File: src/rtl/msc_params.svh
// Constants of the operating-mode and strap configuration block
`ifndef MSC_PARAMS_SVH
`define MSC_PARAMS_SVH

// Clock rate in MHz (100 ns period)
`define MSC_CLK_MHZ 10

// Host reset hold time after power-up or restart, in microseconds
`define MSC_RESET_DELAY_US 10000
// Test pin filter time, in microseconds
`define MSC_TEST_FILT_US 40
// Checksum strap continuous filter time, in microseconds
`define MSC_CRC_FILT_US 20

// Cycle counts derived from the times above
`define MSC_RESET_DELAY_CYC (`MSC_RESET_DELAY_US * `MSC_CLK_MHZ)
`define MSC_TEST_FILT_CYC (`MSC_TEST_FILT_US * `MSC_CLK_MHZ)
`define MSC_CRC_FILT_CYC (`MSC_CRC_FILT_US * `MSC_CLK_MHZ)

// Counter widths
`define MSC_RD_CNT_W 17
`define MSC_FILT_CNT_W 12

// Static recovery frames for the SPI checksum setting
`define MSC_CRC_ON_FRAME 32'h67aaaa0e
`define MSC_CRC_OFF_FRAME 32'he7aaaac3

`endif

File: src/rtl/msc_pkg.sv
// Types of the operating-mode and strap configuration block
package msc_pkg;

    typedef enum logic [2:0] {
        mode_init,
        mode_normal,
        mode_stop,
        mode_sleep,
        mode_restart,
        mode_fail_safe
    } msc_mode_e;

    typedef enum logic [1:0] {
        req_normal,
        req_stop,
        req_sleep
    } msc_req_e;

endpackage

File: src/rtl/msc_filter.sv
// Glitch filter: output follows input only after it stays different long enough
`timescale 1ns/1ps
`include "msc_params.svh"

module msc_filter #(
    parameter int unsigned CYCLES = 4
) (
    input wire logic clk,
    input wire logic ce,
    input wire logic rst,
    input wire logic load,
    input wire logic din,
    output logic q
);

    typedef struct packed {
        logic [`MSC_FILT_CNT_W-1:0] cnt;
        logic q;
    } msc_filt_s;

    localparam logic [`MSC_FILT_CNT_W-1:0] LAST = `MSC_FILT_CNT_W'(CYCLES - 1);

    msc_filt_s st;
    msc_filt_s next_st;

    always_comb begin
        next_st = st;
        if (load) begin
            next_st.q = 1'b1;
            next_st.cnt = '0;
        end else if (din == st.q) begin
            next_st.cnt = '0;
        end else if (st.cnt == LAST) begin
            next_st.q = din;
            next_st.cnt = '0;
        end else begin
            next_st.cnt = st.cnt + `MSC_FILT_CNT_W'(1);
        end
    end

    always_ff @(posedge clk) begin
        if (rst) begin
            st <= '{cnt: '0, q: 1'b1};
        end else if (ce) begin
            st <= next_st;
        end
    end

    assign q = st.q;

endmodule

File: src/rtl/msc_mode_ctrl.sv
// Operating-mode state machine with development-mode and checksum strap latching
`timescale 1ns/1ps
`include "msc_params.svh"

module msc_mode_ctrl #(
    parameter int unsigned RESET_DELAY_CYCLES = `MSC_RESET_DELAY_CYC
) (
    input wire logic clk,
    input wire logic rst,
    input wire logic ce,
    input wire logic test_pin_in,
    input wire logic pwm_checksum_strap_pin,
    input wire logic regulator_above_thr,
    input wire logic power_on_flag,
    input wire logic spi_frame_valid,
    input wire logic [31:0] spi_frame,
    input wire logic spi_write,
    input wire logic spi_mode_req,
    input wire msc_pkg::msc_req_e spi_mode_sel,
    input wire logic spi_soft_reset,
    input wire logic spi_exempt,
    input wire logic wake_event,
    input wire logic wd_fail,
    input wire logic wd_reset_reenable,
    input wire logic thermal_shutdown,
    input wire logic cfg_high_side,
    input wire logic cfg_bridge,
    input wire logic cfg_charge_pump,
    input wire logic cfg_can,
    input wire logic cfg_lin,
    input wire logic cfg_cyc_sense,
    input wire logic cfg_cyc_wake,
    output msc_pkg::msc_mode_e mode,
    output logic host_reset_out_n,
    output logic test_pin_pullup_en,
    output logic dev_mode,
    output logic checksum_en,
    output logic spi_fail,
    output logic wd_fail_int,
    output logic supervision_long_window,
    output logic supervision_timer_run,
    output logic supervision_cfg_hold,
    output logic main_regulator_en,
    output logic high_side_switches_en,
    output logic bridge_drivers_en,
    output logic charge_pump_en,
    output logic can_en,
    output logic lin_en,
    output logic cyc_sense_en,
    output logic cyc_wake_en
);

    // ****************************************************************
    // State
    // ****************************************************************
    typedef struct packed {
        msc_pkg::msc_mode_e mode;
        logic [`MSC_RD_CNT_W-1:0] rd_cnt;
        logic rst_out_n;
        logic por_start;
        logic dev_mode;
        logic checksum_en;
        logic spi_fail;
        logic wd_int;
        logic long_win;
        logic reg_en;
        logic hs_en;
        logic bd_en;
        logic cp_en;
        logic can_en;
        logic lin_en;
        logic cs_en;
        logic cw_en;
        logic test_s1;
        logic test_s2;
        logic strap_s1;
        logic strap_s2;
    } msc_state_s;

    localparam logic [`MSC_RD_CNT_W-1:0] RD_LAST = `MSC_RD_CNT_W'(RESET_DELAY_CYCLES - 1);

    msc_state_s st;
    msc_state_s next_st;
    logic test_filt;
    logic strap_filt;
    logic filt_load;
    logic monitoring;
    logic crc_window;
    logic by_spi;
    logic wd_to_reset;
    logic stop_blocked;

    // ****************************************************************
    // Pin filters
    // ****************************************************************
    msc_filter #(.CYCLES(`MSC_TEST_FILT_CYC)) u_test_filt (
        .clk(clk),
        .ce(ce),
        .rst(rst),
        .load(filt_load),
        .din(st.test_s2),
        .q(test_filt)
    );

    msc_filter #(.CYCLES(`MSC_CRC_FILT_CYC)) u_strap_filt (
        .clk(clk),
        .ce(ce),
        .rst(rst),
        .load(1'b0),
        .din(st.strap_s2),
        .q(strap_filt)
    );

    // ****************************************************************
    // Next state
    // ****************************************************************
    always_comb begin
        next_st = st;
        by_spi = 1'b0;
        next_st.test_s1 = test_pin_in;
        next_st.test_s2 = st.test_s1;
        next_st.strap_s1 = pwm_checksum_strap_pin;
        next_st.strap_s2 = st.strap_s1;
        next_st.spi_fail = 1'b0;
        next_st.wd_int = 1'b0;
        next_st.long_win = 1'b0;

        monitoring = st.mode == msc_pkg::mode_init && st.por_start && regulator_above_thr
                     && power_on_flag && st.rst_out_n;
        crc_window = ((st.mode == msc_pkg::mode_init && st.por_start)
                      || st.mode == msc_pkg::mode_restart)
                     && regulator_above_thr && power_on_flag && !st.rst_out_n;
        wd_to_reset = wd_fail && (!st.dev_mode || wd_reset_reenable);
        stop_blocked = st.mode == msc_pkg::mode_stop && spi_frame_valid && spi_write
                       && !spi_soft_reset && !spi_exempt
                       && !(spi_mode_req && spi_mode_sel == msc_pkg::req_normal);

        if (st.dev_mode && wd_fail && !wd_reset_reenable
            && (st.mode == msc_pkg::mode_init || st.mode == msc_pkg::mode_normal
                || st.mode == msc_pkg::mode_stop)) begin
            next_st.wd_int = 1'b1;
        end
        next_st.spi_fail = stop_blocked;

        if (thermal_shutdown) begin
            next_st.mode = msc_pkg::mode_fail_safe;
            next_st.rst_out_n = 1'b0;
        end else if (spi_frame_valid && spi_soft_reset) begin
            next_st.mode = msc_pkg::mode_init;
            by_spi = 1'b1;
        end else begin
            unique case (st.mode)
                msc_pkg::mode_init, msc_pkg::mode_normal, msc_pkg::mode_stop: begin
                    if (!st.rst_out_n) begin
                        if (st.rd_cnt != RD_LAST) begin
                            next_st.rd_cnt = st.rd_cnt + `MSC_RD_CNT_W'(1);
                        end else if (regulator_above_thr) begin
                            next_st.rst_out_n = 1'b1;
                        end
                    end else if (wd_to_reset || !regulator_above_thr) begin
                        next_st.mode = msc_pkg::mode_restart;
                    end else if (spi_frame_valid && spi_mode_req && !stop_blocked) begin
                        by_spi = 1'b1;
                        unique case (spi_mode_sel)
                            msc_pkg::req_normal: next_st.mode = msc_pkg::mode_normal;
                            msc_pkg::req_stop: next_st.mode = msc_pkg::mode_stop;
                            msc_pkg::req_sleep: next_st.mode = msc_pkg::mode_sleep;
                            default: next_st.mode = st.mode;
                        endcase
                    end
                end
                msc_pkg::mode_sleep, msc_pkg::mode_fail_safe: begin
                    if (wake_event) begin
                        next_st.mode = msc_pkg::mode_restart;
                    end
                end
                msc_pkg::mode_restart: begin
                    if (st.rd_cnt != RD_LAST) begin
                        next_st.rd_cnt = st.rd_cnt + `MSC_RD_CNT_W'(1);
                    end else if (regulator_above_thr) begin
                        next_st.mode = msc_pkg::mode_normal;
                        next_st.rst_out_n = 1'b1;
                    end
                end
            endcase
        end

        // Host reset is held low for the whole restart
        if (next_st.mode == msc_pkg::mode_restart && st.mode != msc_pkg::mode_restart) begin
            next_st.rst_out_n = 1'b0;
            next_st.rd_cnt = '0;
        end
        if (next_st.mode == msc_pkg::mode_fail_safe) begin
            next_st.rd_cnt = '0;
        end
        filt_load = next_st.rst_out_n && !st.rst_out_n;
        next_st.long_win = filt_load;

        // Strap latched at the release of host reset
        if (filt_load && crc_window) begin
            next_st.checksum_en = !strap_filt;
        end
        if (st.mode == msc_pkg::mode_normal && spi_frame_valid) begin
            if (spi_frame == `MSC_CRC_ON_FRAME) begin
                next_st.checksum_en = 1'b1;
            end else if (spi_frame == `MSC_CRC_OFF_FRAME) begin
                next_st.checksum_en = 1'b0;
            end
        end

        // Development mode latch and its withdrawal
        if (monitoring) begin
            if (next_st.mode != st.mode && !by_spi) begin
                next_st.dev_mode = 1'b0;
            end else if (spi_frame_valid && !test_filt) begin
                next_st.dev_mode = 1'b1;
            end
        end
        if (st.mode == msc_pkg::mode_init && next_st.mode != msc_pkg::mode_init) begin
            next_st.por_start = 1'b0;
        end

        // Function enables per mode
        unique case (next_st.mode)
            msc_pkg::mode_init: begin
                next_st.reg_en = 1'b1;
                next_st.hs_en = 1'b0;
                next_st.bd_en = 1'b0;
                next_st.cp_en = 1'b0;
                next_st.cs_en = 1'b0;
                next_st.cw_en = 1'b0;
                next_st.can_en = next_st.dev_mode;
                next_st.lin_en = next_st.dev_mode;
            end
            msc_pkg::mode_normal: begin
                next_st.reg_en = 1'b1;
                next_st.hs_en = cfg_high_side;
                next_st.bd_en = cfg_bridge;
                next_st.cp_en = cfg_charge_pump;
                next_st.cs_en = cfg_cyc_sense;
                next_st.cw_en = cfg_cyc_wake;
                next_st.can_en = cfg_can;
                next_st.lin_en = cfg_lin;
            end
            msc_pkg::mode_stop: begin
                next_st.reg_en = 1'b1;
                next_st.bd_en = 1'b0;
                next_st.cp_en = 1'b0;
            end
            msc_pkg::mode_sleep: begin
                next_st.reg_en = 1'b0;
                next_st.bd_en = 1'b0;
                next_st.cp_en = 1'b0;
            end
            msc_pkg::mode_restart, msc_pkg::mode_fail_safe: begin
                next_st.reg_en = next_st.mode == msc_pkg::mode_restart;
                next_st.hs_en = 1'b0;
                next_st.bd_en = 1'b0;
                next_st.cp_en = 1'b0;
                next_st.cs_en = 1'b0;
                next_st.cw_en = 1'b0;
                next_st.can_en = 1'b0;
                next_st.lin_en = 1'b0;
            end
            default: next_st.reg_en = 1'b1;
        endcase
    end

    // ****************************************************************
    // Registers
    // ****************************************************************
    always_ff @(posedge clk) begin
        if (rst) begin
            st <= '0;
            st.mode <= msc_pkg::mode_init;
            st.por_start <= 1'b1;
            st.reg_en <= 1'b1;
        end else if (ce) begin
            st <= next_st;
        end
    end

    assign mode = st.mode;
    assign host_reset_out_n = st.rst_out_n;
    assign test_pin_pullup_en = st.rst_out_n;
    assign dev_mode = st.dev_mode;
    assign checksum_en = st.checksum_en;
    assign spi_fail = st.spi_fail;
    assign wd_fail_int = st.wd_int;
    assign supervision_long_window = st.long_win;
    assign supervision_timer_run = st.mode == msc_pkg::mode_init
        || st.mode == msc_pkg::mode_normal || st.mode == msc_pkg::mode_stop;
    assign supervision_cfg_hold = st.mode != msc_pkg::mode_normal;
    assign main_regulator_en = st.reg_en;
    assign high_side_switches_en = st.hs_en;
    assign bridge_drivers_en = st.bd_en;
    assign charge_pump_en = st.cp_en;
    assign can_en = st.can_en;
    assign lin_en = st.lin_en;
    assign cyc_sense_en = st.cs_en;
    assign cyc_wake_en = st.cw_en;
endmodule

File: config.mk
export PLATFORM = sky130hd
export DESIGN_NAME = msc_mode_ctrl
export DESIGN_NICKNAME = d
export VERILOG_FILES = /design/src/rtl/msc_pkg.sv /design/src/rtl/msc_filter.sv /design/src/rtl/msc_mode_ctrl.sv
export VERILOG_INCLUDE_DIRS = /design/src /design/src/rtl
export SDC_FILE = /design/constraint.sdc
export NUM_CORES = 1
export LEC_CHECK = 0
export CORE_ASPECT_RATIO = 2
export CORE_MARGIN = 3
export CORE_UTILIZATION = 58
export DETAILED_ROUTE_END_ITERATION = 16
export DONT_BUFFER_PORTS = 1
export PLACE_DENSITY_LB_ADDON = 0.3
export SLEW_MARGIN = 10
export SYNTH_ARGS = -nofsm -noshare
export SYNTH_HDL_FRONTEND = slang
export SYNTH_SLANG_ARGS = --single-unit
File: constraint.sdc
create_clock -name clk -period 2.5 [get_ports clk]
set_clock_uncertainty 0.2 [all_clocks]
set_input_delay 0.375 -clock clk [delete_from_list [all_inputs] [get_ports clk]]
set_output_delay 0.375 -clock clk [all_outputs]
set_load 0.005 [all_outputs]
==> summary.txt <==
Outcome
  • Run status: finished with violations
  • Violated checks: negative setup slack

CTS
  • H-tree depth: 3
  • Clock buffer depth: 2
  • CTS clk-pin slew, worst paths: 0.05 ns
  • Clk_lat worst skew: 0.35 ns
  • CTS root buf: clkbuf_16
  • CTS tree: yes
  • Num CTS Buffers: 9
  • Sink Count: between 60 and 70

Critical path
  • Crit-path max FO: 4
  • Worst Path Class, Setup: flip-flop to flip-flop
  • Worst setup SP type: flip-flop
  • Nature of the critical path endpoint: flip-flop
  • Crit path arrival time: 2.90 ns
  • Required @ worst endpoint: 2.55 ns

Yosys
  • Synth top area cells: dfxtp_1 (31%), nor2_1 (4.9%), nand2_1 (4.1%)
  • Syn Area/Cell: 8.12 um^2
  • Post-Synth Adder-Cell Area: 2.04%
  • Synth Instances: around 500
  • Sequential share of the synthesized area: 31.2%
  • Synth warn: 0
  • Post-synth EDFFs: 0
  • Yosys top cell by area: dfxtp_1
  • Mux share of post-synthesis cell area: under 10%
  • Synthesis-stage register bit count: 65
  • Async set-reset flop share out of synthesis: 0%
  • Largest family of logic cells by synthesized area: simple AND/OR/NAND/NOR gates
  • Xor and xnor area share after synthesis: approximately 1.3%
  • Synth top area share: 31.2%
  • Synthesized cell area: about 4200 um^2
  • Netlist cell types: 77
  • Compound-cell area share of the yosys netlist: 27.1%
  • Syn Nets: about 580
  • Post-synth top flop: dfxtp_1
  • Simple-gate area share of the yosys netlist: 31.3%
  • Leading cell type by number of instances after synthesis: dfxtp_1
  • Commonest cells post-synth: dfxtp_1 (65), nor2_1 (54), nand2_1 (46)

Drt
  • Final wirelength: 16300 um
  • Wirelength per Cell: 23.8 um
  • DRC Markers: 0
  • Avg Vias per Cell: 7.17
  • Drt pass-1 iters: 6
  • Routed vias: 4932
  • Number of routed nets with antenna violations: 0
  • Iter 0 DRT Violations: 551

GRT
  • Total gr overflow: 0
  • Largest net degree at the start of global routing: 51
  • Number of global-route vias before repair: around 4600
  • First-pass GRT wire length: approximately 22000 um
  • All-layer global routing usage: 34.7%
  • Number of antenna violations at the first check in global routing: 0

Layout
  • Antenna diode count: 0
  • Synthesis-to-finish area growth: 36.5%
  • Area of the multi-input gates: between 3000 and 4000 um^2
  • Register area: 1320 um^2
  • Net count, final: 656
  • Fillers: 363
  • Cell Count, Final, Fillers Out: approximately 690
  • Share of cells above drive strength 1: 31.6%
  • Post-Layout Inst Area: ~5700 um^2

Power
  • Tot Pwr: 3.14 mW
  • Leak: 2.11 nW
  • Power per Cell Area: about 550 nW/um^2
  • Peak VDD IR: 0.509 mV

STA
  • Pins Over Slew Limit: 0
  • Fin crit period: roughly 2.9 ns
  • Setup_tns: -6.09 ns
  • Setup-failing EPs final: 30
  • Final Hold Vio Count: 0
  • Maximum clock rate: about 350 MHz
  • Final worst slack: -0.354 ns
  • Slew HR: approximately half
  • Final period util: 114%
  • Unrepaired setup endpoints after global routing: true
  • Worst Tran Pin Value: 0.777 ns

Die
  • Die area: 8300 um^2
  • CORE AREA: about 6900 um^2
  • # rows: 43
  • Die Span Y: around 130 um
  • IO Pins: 77
  • Chip width: 65.9 um
  • Initial core utilization: between 60 and 70%

Place
  • Pre-CTS setup slack: -0.335 ns
  • Post-DP HPWL: 9110 um
  • Placed inst area: 4740 um^2
  • PortBufs: 0
  • RePlAce Congestion: roughly 0.97
  • Cell total after placement: 643

Flow run
  • Max Cap Viol: 0

Min path
  • HP Class: input pin to flip-flop
## placed cells by master (no fill, tap or decap), drive strengths merged, types with 5 or more instances in the layout
master	instances
o311ai	6
buf	94
a211oi	8
inv	13
and3	19
a31oi	10
nand4	9
o21ai	31
mux2i	6
nor3	17
o41ai	6
clkbuf	12
nand3	34
ha	6
a21oi	34
nor2	54
dfxtp	65
nand2	49
nor2b	8
nor3b	9
o31ai	5
dlygate4sd3	6
nor4	7
o211ai	5
## logic make-up after synthesis
logic type | count (synthesis)
flops | 65
compound gates | 143
buf+inv | 47
simple gates | 239
fa+ha+maj | 7
xor+xnor | 6
mux | 6
## sequential cells by signal (all words and copies together) (netlist names)
signal	cells
high_side_switches_en	1
can_en	1
u_strap_filt.st	12
host_reset_out_n	1
dev_mode	1
u_test_filt.q	1
u_strap_filt.q	1
st	20
bridge_drivers_en	1
supervision_long_window	1
cyc_sense_en	1
next_st	2
spi_fail	1
u_test_filt.st	12
main_regulator_en	1
cyc_wake_en	1
checksum_en	1
lin_en	1
charge_pump_en	1
mode	3
wd_fail_int	1
## worst max-delay path, stage by stage, from the launching register on
cell	delay, ns
dfxtp_4	0.35
nor2b_4	0.12
a311o_1	0.38
a2111oi_4	0.49
a2111oi_4	0.16
buf_4	0.18
o41ai_4	0.30
buf_4	0.20
buf_6	0.11
nor3_2	0.05
o32ai_2	0.21
## area by class of cell
type / instances / share of cell area [%]
multi-input combinational: 403 / 53.0
sequential: 65 / 23.1
timing repair buffer: 100 / 14.8
clock buffer: 12 / 4.51
tap: 90 / 1.98
clock inverter: 4 / 1.74
inverter: 14 / 0.924
## power breakdown
group	internal, mW	leakage [nW]	total [mW]	switching (mW)
Sequential	1.05	0.530	1.07	0.0191
Clock	1.03	0.173	1.53	0.496
Combinational	0.230	1.40	0.537	0.307
Total	2.31	2.11	3.14	0.823
## timing repair
action | 4_1_cts | 5_1_grt
hold endpoints to repair | 50 | 0
endpoints found under the setup margin | 24 | 36
gates resized for setup | 32 | 44
pin swaps | 17 | 32
gates cloned | 1 | 1
setup buffers | 9 | 14
hold buffers | 7 | 0
## per-layer routing
metal / track usage (%) / wire (um) / up-vias
li1: - / - / 2096
met1: 33.7 / 5320 / 2321
met2: 61.1 / 8090 / 361
met3: 9.19 / 1370 / 154
met4: 24.2 / 1570 / 0
met5: 0 / 0 / -
## worst paths after layout
kind                                       start           to  slack (ns)  depth (start not counted)
worst max-delay path            host_reset_out_n       st[19]       -0.35                         10
worst min-delay path                     wd_fail  wd_fail_int      0.0008                          2
worst max register to register  host_reset_out_n       st[19]       -0.35                         10
worst min register to register       wd_fail_int  wd_fail_int        0.28                          2
## metrics by stage
stage	util, %	hold WS [ns]
3_5_place_dp	68.3	0.253
6_report	82.0	0.000765
3_3_place_gp	68.3	0.248
5_1_grt	82.0	0.0193
2_1_floorplan	-	0.240
4_1_cts	77.6	0.00307
(Power assumes the default switching activity.)
